**config.mk**
```make
export PLATFORM = sky130hd
export DESIGN_NAME = sac_servo_alarm_classifier
export DESIGN_NICKNAME = d
export VERILOG_FILES = /design/src/inc/sac_pkg.sv /design/src/sac_servo_alarm_classifier.sv
export SDC_FILE = /design/constraint.sdc
export NUM_CORES = 2
export LEC_CHECK = 0
export ABC_AREA = 1
export BUFFER_PORTS_ARGS = -buffer_cell sky130_fd_sc_hd__buf_2
export CAP_MARGIN = 20
export CORE_UTILIZATION = 35
export DETAILED_ROUTE_END_ITERATION = 10
export GPL_ROUTABILITY_DRIVEN = 0
export MAX_ROUTING_LAYER = met4
export REMOVE_ABC_BUFFERS = 1
export SETUP_SLACK_MARGIN = 0.5
export SLEW_MARGIN = 0
export SYNTH_ARGS = -nofsm -noshare
export SYNTH_HDL_FRONTEND = slang
export SYNTH_SLANG_ARGS = --single-unit
```
**constraint.sdc**
```tcl
create_clock -name pclk -period 8.05 [get_ports pclk]
set_input_delay 0.4025 -clock pclk [delete_from_list [all_inputs] [get_ports pclk]]
set_output_delay 0.4025 -clock pclk [all_outputs]
set_load 0.03 [all_outputs]
```
**src/inc/sac_pkg.sv**
```systemverilog
// Behaviour
// - Regeneration overload raises 18.0, logged, stop.
// - Regeneration transistor fault raises 18.1, logged.
// - Encoder wiring disconnected raises 21.0, logged.
// - Encoder communication error raises 21.1, logged.
// - Encoder link silent raises 23.0, logged.
// - Position error over limit raises 24.0.
// - Full-closed hybrid error over limit raises 25.0.
// - Speed over overspeed limit raises 26.0.
// - Speed over stop-overspeed limit raises 26.1.
// - Multi-turn counter cleared raises 27.1, logged.
// - Command step over limit raises 27.4.
// - Command arithmetic error raises 27.5.
// - Fieldbus up during trial raises 27.6.
// - Init position over gear ratio overflow raises 29.1.
// - Error or command magnitude overflow raises 29.2.
// - Homing distance times gear overflow raises 29.3.
// - Safety input off raises 30.0, clearable.
// - Duplicate function among inputs a-d raises 33.0.
// - Any alarm: output on, drive off, display.
// - Clearable alarms reset by request; others by power.
package sac_pkg;

  localparam int          SAC_NUM_ALARMS = 18;
  localparam int          SAC_HIST_DEPTH = 4;

  localparam logic [7:0]  SAC_ADDR_STATUS     = 8'h00;
  localparam logic [7:0]  SAC_ADDR_PENDING    = 8'h04;
  localparam logic [7:0]  SAC_ADDR_CLEAR      = 8'h08;
  localparam logic [7:0]  SAC_ADDR_ERR_LIM    = 8'h0C;
  localparam logic [7:0]  SAC_ADDR_HYB_LIM    = 8'h10;
  localparam logic [7:0]  SAC_ADDR_OVS_LIM    = 8'h14;
  localparam logic [7:0]  SAC_ADDR_EOVS_LIM   = 8'h18;
  localparam logic [7:0]  SAC_ADDR_STEP_LIM   = 8'h1C;
  localparam logic [7:0]  SAC_ADDR_HOME_DIST  = 8'h20;
  localparam logic [7:0]  SAC_ADDR_GEAR       = 8'h24;
  localparam logic [7:0]  SAC_ADDR_CTRL       = 8'h28;
  localparam logic [7:0]  SAC_ADDR_HIST_CNT   = 8'h2C;
  localparam logic [7:0]  SAC_ADDR_HIST_BASE  = 8'h30;

  localparam logic [31:0] SAC_RST_ERR_LIM   = 32'h0010_0000;
  localparam logic [31:0] SAC_RST_HYB_LIM   = 32'h0001_0000;
  localparam logic [31:0] SAC_RST_OVS_LIM   = 32'h0000_1770;
  localparam logic [31:0] SAC_RST_EOVS_LIM  = 32'h0000_1B58;
  localparam logic [31:0] SAC_RST_STEP_LIM  = 32'h0000_8000;
  localparam logic [31:0] SAC_RST_HOME_DIST = 32'h0000_0000;
  localparam logic [31:0] SAC_RST_GEAR      = 32'h0001_0001;
  localparam logic [31:0] SAC_RST_CTRL      = 32'h0000_0000;

  localparam logic [32:0] SAC_LIM_2P31 = 33'h0_8000_0000;
  localparam logic [31:0] SAC_LIM_2P29 = 32'h2000_0000;
  localparam logic [31:0] SAC_LIM_2P30 = 32'h4000_0000;

  localparam int          SAC_STAT_ACTIVE = 31;
  localparam int          SAC_STAT_MAIN   = 16;
  localparam int          SAC_STAT_SUB    = 8;
  localparam int          SAC_CTRL_FULLCL = 0;
  localparam int          SAC_CLEAR_REQ   = 0;

  typedef struct packed {
    logic [7:0] main_code;
    logic [7:0] sub_code;
    logic       history;
    logic       clearable;
    logic       estop;
  } sac_attr_t;

  typedef struct packed {
    logic               regen_overload;
    logic               regen_tr_fault;
    logic               enc_disconnect;
    logic               enc_comm_error;
    logic               enc_no_comm;
    logic               abs_turns_cleared;
    logic               cmd_calc_error;
    logic               fieldbus_up;
    logic               trial_running;
    logic               safety_input;
    logic               pos_init_strobe;
    logic signed [31:0] pos_error_pulses;
    logic signed [31:0] pos_cmd_units;
    logic signed [31:0] hybrid_error;
    logic signed [31:0] motor_speed;
    logic signed [31:0] cmd_step;
    logic signed [31:0] abs_position;
    logic [5:0]         general_input_a;
    logic [5:0]         general_input_b;
    logic [5:0]         general_input_c;
    logic [5:0]         general_input_d;
  } sac_sense_t;

  localparam sac_attr_t SAC_TABLE [SAC_NUM_ALARMS] = '{
    '{8'h12, 8'h00, 1'b1, 1'b0, 1'b1},
    '{8'h12, 8'h01, 1'b1, 1'b0, 1'b0},
    '{8'h15, 8'h00, 1'b1, 1'b0, 1'b0},
    '{8'h15, 8'h01, 1'b1, 1'b0, 1'b0},
    '{8'h17, 8'h00, 1'b1, 1'b0, 1'b0},
    '{8'h18, 8'h00, 1'b1, 1'b1, 1'b1},
    '{8'h19, 8'h00, 1'b1, 1'b0, 1'b1},
    '{8'h1A, 8'h00, 1'b1, 1'b1, 1'b1},
    '{8'h1A, 8'h01, 1'b1, 1'b1, 1'b0},
    '{8'h1B, 8'h01, 1'b1, 1'b0, 1'b0},
    '{8'h1B, 8'h04, 1'b1, 1'b0, 1'b0},
    '{8'h1B, 8'h05, 1'b1, 1'b0, 1'b0},
    '{8'h1B, 8'h06, 1'b1, 1'b1, 1'b0},
    '{8'h1D, 8'h01, 1'b1, 1'b0, 1'b0},
    '{8'h1D, 8'h02, 1'b1, 1'b0, 1'b0},
    '{8'h1D, 8'h03, 1'b1, 1'b0, 1'b0},
    '{8'h1E, 8'h00, 1'b0, 1'b1, 1'b0},
    '{8'h21, 8'h00, 1'b1, 1'b0, 1'b0}
  };

  function automatic logic [31:0] sac_mag(input logic signed [31:0] v);
    sac_mag = v[31] ? 32'(-v) : 32'(v);
  endfunction : sac_mag

endpackage : sac_pkg

```
**src/sac_servo_alarm_classifier.sv**
```systemverilog
// The APB slave port and the register addresses were chosen for this implementation.
`timescale 1ns/100ps
module sac_servo_alarm_classifier (
  input  wire logic              pclk,
  input  wire logic              presetn,
  input  wire logic              psel,
  input  wire logic              penable,
  input  wire logic              pwrite,
  input  wire logic [7:0]        paddr,
  input  wire logic [31:0]       pwdata,
  output logic [31:0]            prdata,
  output logic                   pready,
  output logic                   pslverr,
  input  wire sac_pkg::sac_sense_t sense,
  input  wire logic              fieldbus_reset_req,
  output logic                   alarm_output,
  output logic                   drive_enable,
  output logic                   estop_request,
  output logic [7:0]             display_main,
  output logic [7:0]             display_sub
);
  import sac_pkg::*;

  logic [31:0]               err_lim_q;
  logic [31:0]               hyb_lim_q;
  logic [31:0]               ovs_lim_q;
  logic [31:0]               eovs_lim_q;
  logic [31:0]               step_lim_q;
  logic [31:0]               home_dist_q;
  logic [31:0]               gear_q;
  logic [31:0]               ctrl_q;
  logic [SAC_NUM_ALARMS-1:0] pending_q;
  logic [SAC_NUM_ALARMS-1:0] logged_q;
  logic [SAC_NUM_ALARMS-1:0] cause;
  logic [SAC_NUM_ALARMS-1:0] clr_mask;
  logic [15:0]               hist_q [SAC_HIST_DEPTH];
  logic [1:0]                hist_wp_q;
  logic [7:0]                hist_cnt_q;
  logic                      safety_q;
  logic                      fieldbus_q;
  logic                      apb_setup;
  logic                      apb_wr;
  logic                      clear_req;
  logic                      mapped;
  logic [31:0]               rd_d;
  logic                      act_valid;
  logic [4:0]                act_idx;
  logic                      log_valid;
  logic [4:0]                log_idx;
  logic                      any_estop;
  logic [15:0]               gear_num;
  logic [15:0]               gear_den;
  logic [47:0]               init_lhs;
  logic [47:0]               init_rhs;
  logic [47:0]               home_lhs;
  logic [47:0]               home_rhs;
  logic                      dup_alloc;

  assign gear_num = gear_q[15:0];
  assign gear_den = gear_q[31:16];

  // Zero-wait slave: the access phase always completes in its first cycle.
  assign apb_setup = psel & ~penable;
  assign apb_wr    = psel & penable & pwrite;

  // Shared by the clear strobe and every limit register so all writes decode the same way.
  function automatic logic wr_hit(input logic wr, input logic [7:0] addr, input logic [7:0] offset);
    wr_hit = wr && (addr == offset);
  endfunction : wr_hit

  // Ratio checks are done by cross multiplication so no divider is needed.
  assign init_lhs = 48'(sac_mag(sense.abs_position)) * 48'(gear_den);
  assign init_rhs = 48'(SAC_LIM_2P31) * 48'(gear_num);
  assign home_lhs = 48'(sac_mag(home_dist_q)) * 48'(gear_num);
  assign home_rhs = 48'(SAC_LIM_2P31) * 48'(gear_den);

  // An unassigned slot (function code zero) never counts as a duplicate.
  always_comb begin
    logic [5:0] f [4];
    f[0] = sense.general_input_a;
    f[1] = sense.general_input_b;
    f[2] = sense.general_input_c;
    f[3] = sense.general_input_d;
    dup_alloc = 1'b0;
    for (int i = 0; i < 4; i++) begin
      for (int j = i + 1; j < 4; j++) begin
        if (f[i] != 6'h00 && f[i] == f[j]) begin
          dup_alloc = 1'b1;
        end
      end
    end
  end

  always_comb begin
    cause     = '0;
    cause[0]  = sense.regen_overload;
    cause[1]  = sense.regen_tr_fault;
    cause[2]  = sense.enc_disconnect;
    cause[3]  = sense.enc_comm_error;
    cause[4]  = sense.enc_no_comm;
    cause[5]  = sac_mag(sense.pos_error_pulses) > err_lim_q;
    cause[6]  = ctrl_q[SAC_CTRL_FULLCL] & (sac_mag(sense.hybrid_error) > hyb_lim_q);
    cause[7]  = sac_mag(sense.motor_speed) > ovs_lim_q;
    cause[8]  = sac_mag(sense.motor_speed) > eovs_lim_q;
    cause[9]  = sense.abs_turns_cleared;
    cause[10] = sac_mag(sense.cmd_step) > step_lim_q;
    cause[11] = sense.cmd_calc_error;
    cause[12] = sense.fieldbus_up & ~fieldbus_q & sense.trial_running;
    cause[13] = sense.pos_init_strobe & (init_lhs > init_rhs);
    cause[14] = (sac_mag(sense.pos_error_pulses) > SAC_LIM_2P29) |
                (sac_mag(sense.pos_cmd_units) > SAC_LIM_2P30);
    cause[15] = home_lhs > home_rhs;
    cause[16] = safety_q & ~sense.safety_input;
    cause[17] = dup_alloc;
  end

  assign clear_req = fieldbus_reset_req |
                     (wr_hit(apb_wr, paddr, SAC_ADDR_CLEAR) && pwdata[SAC_CLEAR_REQ]);

  always_comb begin
    for (int i = 0; i < SAC_NUM_ALARMS; i++) begin
      clr_mask[i] = clear_req & SAC_TABLE[i].clearable;
    end
  end

  always_ff @(posedge pclk or negedge presetn) begin
    if (!presetn) begin
      safety_q <= 1'b0;
    end else begin
      safety_q <= sense.safety_input;
    end
  end

  always_ff @(posedge pclk or negedge presetn) begin
    if (!presetn) begin
      fieldbus_q <= 1'b0;
    end else begin
      fieldbus_q <= sense.fieldbus_up;
    end
  end

  // A new cause in the clear cycle keeps its alarm; non-clearable ones only drop at reset.
  always_ff @(posedge pclk or negedge presetn) begin
    if (!presetn) begin
      pending_q <= '0;
    end else begin
      pending_q <= (pending_q & ~clr_mask) | cause;
    end
  end

  always_comb begin
    act_valid = 1'b0;
    act_idx   = 5'h00;
    log_valid = 1'b0;
    log_idx   = 5'h00;
    any_estop = 1'b0;
    for (int i = SAC_NUM_ALARMS - 1; i >= 0; i--) begin
      if (pending_q[i]) begin
        act_valid = 1'b1;
        act_idx   = 5'(i);
        any_estop = any_estop | SAC_TABLE[i].estop;
      end
      if (pending_q[i] && !logged_q[i] && SAC_TABLE[i].history) begin
        log_valid = 1'b1;
        log_idx   = 5'(i);
      end
    end
  end

  // One history entry per cycle; alarms raised together are logged on successive cycles.
  always_ff @(posedge pclk or negedge presetn) begin
    if (!presetn) begin
      logged_q <= '0;
    end else begin
      for (int i = 0; i < SAC_NUM_ALARMS; i++) begin
        if (log_valid && log_idx == 5'(i)) begin
          logged_q[i] <= 1'b1;
        end else if (!pending_q[i]) begin
          logged_q[i] <= 1'b0;
        end
      end
    end
  end

  always_ff @(posedge pclk or negedge presetn) begin
    if (!presetn) begin
      hist_wp_q  <= 2'h0;
      hist_cnt_q <= 8'h00;
      for (int i = 0; i < SAC_HIST_DEPTH; i++) begin
        hist_q[i] <= 16'h0000;
      end
    end else if (log_valid) begin
      hist_q[hist_wp_q] <= {SAC_TABLE[log_idx].main_code, SAC_TABLE[log_idx].sub_code};
      hist_wp_q         <= hist_wp_q + 2'h1;
      if (hist_cnt_q != 8'hFF) begin
        hist_cnt_q <= hist_cnt_q + 8'h01;
      end
    end
  end

  always_ff @(posedge pclk or negedge presetn) begin
    if (!presetn) begin
      alarm_output <= 1'b0;
    end else begin
      alarm_output <= act_valid;
    end
  end

  always_ff @(posedge pclk or negedge presetn) begin
    if (!presetn) begin
      drive_enable <= 1'b0;
    end else begin
      drive_enable <= ~act_valid;
    end
  end

  always_ff @(posedge pclk or negedge presetn) begin
    if (!presetn) begin
      estop_request <= 1'b0;
    end else begin
      estop_request <= any_estop;
    end
  end

  always_ff @(posedge pclk or negedge presetn) begin
    if (!presetn) begin
      display_main <= 8'h00;
    end else begin
      display_main <= act_valid ? SAC_TABLE[act_idx].main_code : 8'h00;
    end
  end

  always_ff @(posedge pclk or negedge presetn) begin
    if (!presetn) begin
      display_sub <= 8'h00;
    end else begin
      display_sub <= act_valid ? SAC_TABLE[act_idx].sub_code : 8'h00;
    end
  end

  always_ff @(posedge pclk or negedge presetn) begin
    if (!presetn) begin
      err_lim_q <= SAC_RST_ERR_LIM;
    end else if (wr_hit(apb_wr, paddr, SAC_ADDR_ERR_LIM)) begin
      err_lim_q <= pwdata;
    end
  end

  always_ff @(posedge pclk or negedge presetn) begin
    if (!presetn) begin
      hyb_lim_q <= SAC_RST_HYB_LIM;
    end else if (wr_hit(apb_wr, paddr, SAC_ADDR_HYB_LIM)) begin
      hyb_lim_q <= pwdata;
    end
  end

  always_ff @(posedge pclk or negedge presetn) begin
    if (!presetn) begin
      ovs_lim_q <= SAC_RST_OVS_LIM;
    end else if (wr_hit(apb_wr, paddr, SAC_ADDR_OVS_LIM)) begin
      ovs_lim_q <= pwdata;
    end
  end

  always_ff @(posedge pclk or negedge presetn) begin
    if (!presetn) begin
      eovs_lim_q <= SAC_RST_EOVS_LIM;
    end else if (wr_hit(apb_wr, paddr, SAC_ADDR_EOVS_LIM)) begin
      eovs_lim_q <= pwdata;
    end
  end

  always_ff @(posedge pclk or negedge presetn) begin
    if (!presetn) begin
      step_lim_q <= SAC_RST_STEP_LIM;
    end else if (wr_hit(apb_wr, paddr, SAC_ADDR_STEP_LIM)) begin
      step_lim_q <= pwdata;
    end
  end

  always_ff @(posedge pclk or negedge presetn) begin
    if (!presetn) begin
      home_dist_q <= SAC_RST_HOME_DIST;
    end else if (wr_hit(apb_wr, paddr, SAC_ADDR_HOME_DIST)) begin
      home_dist_q <= pwdata;
    end
  end

  always_ff @(posedge pclk or negedge presetn) begin
    if (!presetn) begin
      gear_q <= SAC_RST_GEAR;
    end else if (wr_hit(apb_wr, paddr, SAC_ADDR_GEAR)) begin
      gear_q <= pwdata;
    end
  end

  always_ff @(posedge pclk or negedge presetn) begin
    if (!presetn) begin
      ctrl_q <= SAC_RST_CTRL;
    end else if (wr_hit(apb_wr, paddr, SAC_ADDR_CTRL)) begin
      ctrl_q <= {31'h0000_0000, pwdata[SAC_CTRL_FULLCL]};
    end
  end

  always_comb begin
    rd_d   = 32'h0000_0000;
    mapped = 1'b1;
    case (paddr)
      SAC_ADDR_STATUS: begin
        rd_d[SAC_STAT_ACTIVE] = act_valid;
        if (act_valid) begin
          rd_d[SAC_STAT_MAIN +: 8] = SAC_TABLE[act_idx].main_code;
          rd_d[SAC_STAT_SUB +: 8]  = SAC_TABLE[act_idx].sub_code;
          rd_d[2:0] = {SAC_TABLE[act_idx].estop, SAC_TABLE[act_idx].clearable, SAC_TABLE[act_idx].history};
        end
      end
      SAC_ADDR_PENDING:   rd_d = 32'(pending_q);
      SAC_ADDR_CLEAR:     rd_d = 32'h0000_0000;
      SAC_ADDR_ERR_LIM:   rd_d = err_lim_q;
      SAC_ADDR_HYB_LIM:   rd_d = hyb_lim_q;
      SAC_ADDR_OVS_LIM:   rd_d = ovs_lim_q;
      SAC_ADDR_EOVS_LIM:  rd_d = eovs_lim_q;
      SAC_ADDR_STEP_LIM:  rd_d = step_lim_q;
      SAC_ADDR_HOME_DIST: rd_d = home_dist_q;
      SAC_ADDR_GEAR:      rd_d = gear_q;
      SAC_ADDR_CTRL:      rd_d = ctrl_q;
      SAC_ADDR_HIST_CNT:  rd_d = {24'h00_0000, hist_cnt_q};
      SAC_ADDR_HIST_BASE + 8'h00: rd_d = {16'h0000, hist_q[0]};
      SAC_ADDR_HIST_BASE + 8'h04: rd_d = {16'h0000, hist_q[1]};
      SAC_ADDR_HIST_BASE + 8'h08: rd_d = {16'h0000, hist_q[2]};
      SAC_ADDR_HIST_BASE + 8'h0C: rd_d = {16'h0000, hist_q[3]};
      default:            mapped = 1'b0;
    endcase
  end

  // Read data is captured in the setup cycle so prdata comes from a flop yet needs no wait state.
  always_ff @(posedge pclk or negedge presetn) begin
    if (!presetn) begin
      prdata  <= 32'h0000_0000;
      pready  <= 1'b0;
      pslverr <= 1'b0;
    end else begin
      pready  <= apb_setup;
      pslverr <= apb_setup & ~mapped;
      if (apb_setup && !pwrite) begin
        prdata <= mapped ? rd_d : 32'h0000_0000;
      end
    end
  end

endmodule : sac_servo_alarm_classifier

```
After elaboration in Yosys (flattened, before gate mapping). Memories as Yosys holds them, arrays and structs flattened. Index checks and enable logic that the tools add are counted.

Register bits after elaboration: 389. ROM bits: 1216. Word-level logic and storage cells: 361. Memories: 2.

$add $sub $neg: 9. $mul: 2. Order comparisons: 13. Eq/ne operators: 55. Muxes and demuxes: 139. Bitwise operators: 22. Reduce and logical (&&, ||, !) cells: 77.

Memory list: (name not given) (depth 32, bits a word 19, read ports 1, clocked after memory_dff 0, write ports 0, line sac_servo_alarm_classifier.sv:314) `rd_d[2:0] = {SAC_TABLE[act_idx].estop, SAC_TABLE[act_idx].clearable, SAC_TABLE[act_idx].history};`; (name not given) (depth 32, bits a word 19, read ports 1, clocked after memory_dff 0, write ports 0, line sac_servo_alarm_classifier.sv:193) `hist_q[hist_wp_q] <= {SAC_TABLE[log_idx].main_code, SAC_TABLE[log_idx].sub_code};`.

Operator list (count): $mux W32 (8); $neg A32 Y32 (7); $pmux W16 S13 (1); $mux W5 (35); $gt A32 B32 Y1 (5); $gt A48 B47 Y1 (2); $mul A32 B16 Y48 (2); $mux W1 (80); $mux W19 (4); $pmux W5 S13 (1); $bwmux W64 (1); $eq A8 B6 Y1 const B (8); $logic_and A1 B1 Y1 (52); $pmux W7 S7 (1); $pmux W3 S15 (1); $eq A5 B4 Y1 const B (8); $eq A6 B6 Y1 (6); $ne A2 B1 Y1 const B (17); $demux W16 S2 (1); $eq A8 B5 Y1 const B (4); $gt A32 B30 Y1 const B (1); $gt A32 B31 Y1 const B (1); $mux W16 (2); $eq A5 B3 Y1 const B (4); 28 further kinds (65).

Depth between registers and ports, before layout.
Depth after elaboration: 25. Mapped depth: 50.

Least setup slack after synthesis. Ideal clock, no wire load.

Path type: input-to-reg. From: in sense[24] in the netlist's numbering. To: reg pending_q[13]. Arrival time: 8.180 ns. Required time: 7.985 ns. Slack: -0.195 ns. Cell stages on the path: 42. Buffers on the path: 2. Path through: clkbuf_1 -> inv_2 -> nand3_1 -> nor3_2 -> nand3_1 -> inv_1 -> nand2_1 -> nor2_1 -> and2_1 -> nand4_1 -> nand2_1 -> or2_2 -> nand2_1 -> clkbuf_1 -> nand2_1 -> fa_1 -> fa_1 -> fa_1 -> (+6 left out) -> ha_1 -> a21oi_1 -> inv_1 -> a21oi_1 -> o221ai_1 -> a21oi_1 -> nand2_1 -> a21boi_0 -> o21ai_0 -> xor2_1 -> ha_1 -> nand2_1 -> or4_1 -> o21ai_0 -> a31oi_1 -> o311ai_0 -> nand3_1 -> nand2_1.

Cells in the longest elaborated chain, start to end: 6.

Ends and longest elaborated chain: start, declared (line sac_servo_alarm_classifier.sv:14) `input wire sac_pkg::sac_sense_t sense,`; $neg A32 Y32 (line sac_pkg.sv:114) `sac_mag = v[31] ? 32'(-v) : 32'(v);`; $mux W32 (*) (line sac_pkg.sv:114); $mul A32 B16 Y48 (*) (line sac_servo_alarm_classifier.sv:72) `assign init_lhs = 48'(sac_mag(sense.abs_position)) * 48'(gear_den);`; $gt A48 B47 Y1 (*) (line sac_servo_alarm_classifier.sv:109) `cause[13] = sense.pos_init_strobe & (init_lhs > init_rhs);`; $and A1 B1 Y1 (*) (line sac_servo_alarm_classifier.sv:109); $or A18 B18 Y18 (*) (line sac_servo_alarm_classifier.sv:147) `pending_q <= (pending_q & ~clr_mask) | cause;`; end signal, assigned (line sac_servo_alarm_classifier.sv:147); end, declared (line sac_servo_alarm_classifier.sv:32) `logic [SAC_NUM_ALARMS-1:0] pending_q;`.

Every way passes the cells marked *; elsewhere a longest branch is shown, timed or not. A chain may end at the register's enable or synchronous reset.

Final worst setup path.
From: reg home_dist_q[0]. To: reg pending_q[15].

Cells in the longest elaborated chain, start to end: 5.

Ends and longest elaborated chain: start, declared (line sac_servo_alarm_classifier.sv:29) `logic [31:0] home_dist_q;`; start signal, assigned (line sac_servo_alarm_classifier.sv:285) `home_dist_q <= pwdata;`; $neg A32 Y32 (line sac_pkg.sv:114); $mux W32 (*) (line sac_pkg.sv:114); $mul A32 B16 Y48 (*) (line sac_servo_alarm_classifier.sv:74) `assign home_lhs = 48'(sac_mag(home_dist_q)) * 48'(gear_num);`; $gt A48 B47 Y1 (*) (line sac_servo_alarm_classifier.sv:112) `cause[15] = home_lhs > home_rhs;`; $or A18 B18 Y18 (*) (line sac_servo_alarm_classifier.sv:147).

Marks and branches as above.

==> results.md <==
* Die ar. at 167000 um2
* Fmax at 0.119 GHz
* Min Tclk post-route at 8.40 ns
* Via count at 55500
* Hold Vio Cnt, Final at 0
* Core Area at roughly 160000 um2
* Setup slack after layout at -0.350 ns
* Num CTS Buffers at 40
* Sink Count at 354
* Most common cell after layout, fill and taps aside: inv_1
* 1st-pass router iterations at 6
* Yosys reg bits at 354
* Layout cells sized above 1 at 19.1%
* CP startpoint kind: flop
* Most frequent cells in the layout: inv_1, nand2_1, buf_4
* Final setup fails at 1
* WS Path Type: flop to flop
* Layout fillers at 16500
* EDFF count, synth at 0
* Leak at 35.7 nW
* Hpwl dp at 177 mm
* P&R area growth vs syn at 23.5%
* M1 GR Usage at 32.0%
* Met2 Usage GRT at 42.4%
* Largest net degree at the start of global routing at 150
* Clock root cell: clkbuf_16
* Crit path depth at 45
* Clk pin slew, worst setup/hold paths at 0.09 ns
* Worst EP required at 8.51 ns
* Worst reg2reg path depth at 45
* CP max-delay cell: fa_2
* Total of max-cap violations at 0
* Failing checks: setup timing
* Hold Path Class: input pin to flop
* Initial core utilization at 35.4%
* Iteration-0 DRC count of the detailed router at 4686
* I/O pin cnt at 326
* Latest clock arrival within the worst-skew pair at ~0.6 ns
* Via density at about 5
* Drt wl/cell at just under 20 um
* Final slew viol count at 0
* Initial antenna violation count at 24
* Seq/Total Area, Yosys at 15.4%
* Buffers & Inverters on Critical Path at 11
* Crit-path max FO at 5
* First-pass GRT wire length at 328 mm
* DRC at 0
* Worst hold slack at 0.0150 ns
* Worst hold stages at 2
* Yosys warns at 0
* Status: complete, but fails checks
* Fin crit share at 104%
* Setup Skew at approximately 0.033 ns
* Setup TNS at -0.350 ns
* Async set or reset register ratio after synthesis at 100%
* Yosys cell types at 65
* Top delay family on crit path: adder cells
* Most used cell, CP: nand2_1
* Critical path arrival at roughly 8.9 ns
* ANT nets after route at 0
* Total track usage at 26.1%
* Pwr Density at 88.0 nW/um2
* Met3 GRT Util at 3.19%
* Routed WL at 213 mm
* Clk buf depth at 3
* Worst vdd ir at 0.000170 V
* Synth Instances at 7598
* Worst-Margin Slew at 1.15 ns
* Multi-input logic area at ~43000 um2
* Die height at between 400 and 500 um
* Seq. cell area at 8880 um2
* Most used routing layer: met2
* Die X at 408 um
* Main synth FF type: dfrtp_1
* CP endpoint kind: flop
* Vias in the first global route at 56600
* RSZ-0062 raised after global routing: true
* Crit-path max cell delay at around 0.56 ns
* Post-Syn Area at 57800 um2
* Syn Area/Cell at 7.60 um2
* Total grt overflow at 0
* Maximum level of the CTS H-tree at 2
* CTS tree: yes
* I/O Buffers at roughly 320
* FP Rows at 148
* Final nets at 10200
* Worst slew margin at 22.7%
-- cell usage after synthesis, types with 4 or more instances --
cell type | n | area (um2)
buf_1 | 8 | 30.0
xor2_1 | 164 | 1440
o41ai_1 | 5 | 43.8
nor3_1 | 82 | 410
o31ai_1 | 7 | 52.6
nand3_1 | 150 | 751
o22ai_1 | 106 | 663
a21o_1 | 20 | 150
o211ai_1 | 16 | 120
nor2_1 | 775 | 2910
fa_1 | 836 | 16700
o2111ai_1 | 9 | 78.8
dfrtp_1 | 335 | 8380
a21boi_0 | 7 | 52.6
nand4_1 | 78 | 488
clkbuf_1 | 224 | 841
buf_4 | 8 | 60.1
o221ai_1 | 9 | 78.8
a21oi_1 | 234 | 1170
a2111oi_0 | 10 | 87.6
inv_2 | 8 | 30.0
inv_1 | 1621 | 6080
xnor2_1 | 76 | 666
nand2_2 | 4 | 25.0
clkinv_1 | 27 | 101
a22o_1 | 5 | 43.8
nor3_2 | 5 | 50.1
o21bai_1 | 13 | 97.6
dfstp_2 | 19 | 499
a221oi_1 | 29 | 254
a211oi_1 | 16 | 120
o21ai_0 | 444 | 2220
ha_1 | 454 | 5680
nand3b_1 | 10 | 75.1
or2_2 | 39 | 244
nor4_1 | 51 | 319
a31oi_1 | 30 | 188
nand2_1 | 1611 | 6050
o21a_1 | 10 | 75.1
-- state kept, by name, indices dropped and copies added (netlist names), 2 cells and up --
signal and flops:
pending_q 18, logged_q 17, display_sub 3, home_dist_q 32, eovs_lim_q 32, gear_q 32
hyb_lim_q 32, hist_wp_q 2, err_lim_q 32, hist_q 36, display_main 6, ovs_lim_q 32
step_lim_q 32, hist_cnt_q 8, prdata 32
-- report_power, final --
part | switching (W) | internal (W)
clock | 0.000887 | 0.00123
sequential | 0.0000624 | 0.00190
combinational | 0.00139 | 0.000807
-- through the flow --
step | power, W | util, % | setup WS [ns] | std cells | cell area (um2)
floorplan | 0.00313 | - | -0.0842 | 7359 | 56800
global placement | 0.00399 | 41.5 | -1.07 | 10700 | 67800
detailed placement | 0.00403 | 41.5 | -1.20 | 10700 | 67800
CTS | 0.00623 | 43.4 | -0.287 | 10800 | 70900
global route | 0.00659 | 43.7 | -0.806 | 10800 | 71400
finish | 0.00628 | 43.7 | -0.350 | 10800 | 71400
-- per-layer routing --
metal  up-vias  wire length (um)  share of wire, %
met5         -                 0                 0
met4         0             12600               5.9
met3       546             15200               7.1
met2      2396             99500                47
met1     27200             85300                40
li1      25400                 -                 -
-- repair_timing --
action / 4_1_cts / 5_1_grt
endpoints found under the hold margin: 99 / 0
cloned: 1 / 0
hold buffers: 10 / 0
setup endpoints to repair: 2 / 2
pin swaps: 164 / 83
buffers inserted: 40 / 16
resized for setup: 304 / 88
-- kinds of logic (layout without fill, tap and decap cells) --
logic type	after synthesis	in the layout	share of synthesized area, %
xor gates and xnor gates	241	241	3.69
DFF	354	354	15.4
other	1	25	0.00649
and+or+nand+nor	2825	2825	19.9
adders and majority gates	1290	1290	38.8
muxes	1	1	0.0195
buffers and inverters	1902	2946	12.4
AOI/OAI and AO/OA	984	984	9.73
-- final timing paths --
path | slack, ns | endpoint | from
setup / recovery | -0.35 | pending_q[15]$_DFF_PN0_ | home_dist_q[0]$_DFFE_PN0P_
hold / removal | 0.01 | pending_q[3]$_DFF_PN0_ | sense[223]
setup reg to reg | -0.35 | pending_q[15]$_DFF_PN0_ | home_dist_q[0]$_DFFE_PN0P_
hold reg to reg | 0.48 | prdata[31]$_DFFE_PN0P_ | prdata[31]$_DFFE_PN0P_
max in group asynchronous | 6.12 | eovs_lim_q[17]$_DFFE_PN0P_ | presetn
min in group asynchronous | 0.45 | pending_q[2]$_DFF_PN0_ | presetn
-- cell type report --
type	count	area share, %
diodes	18	0.0631
repair buffers	1215	12.5
inverters	1657	8.75
multi-input cells	5348	60.4
clock buffers	51	1.57
well taps	2175	3.81
clock inverters	23	0.512
flip-flops and latches	354	12.4
No activity file was read; power rests on OpenSTA's default activity.
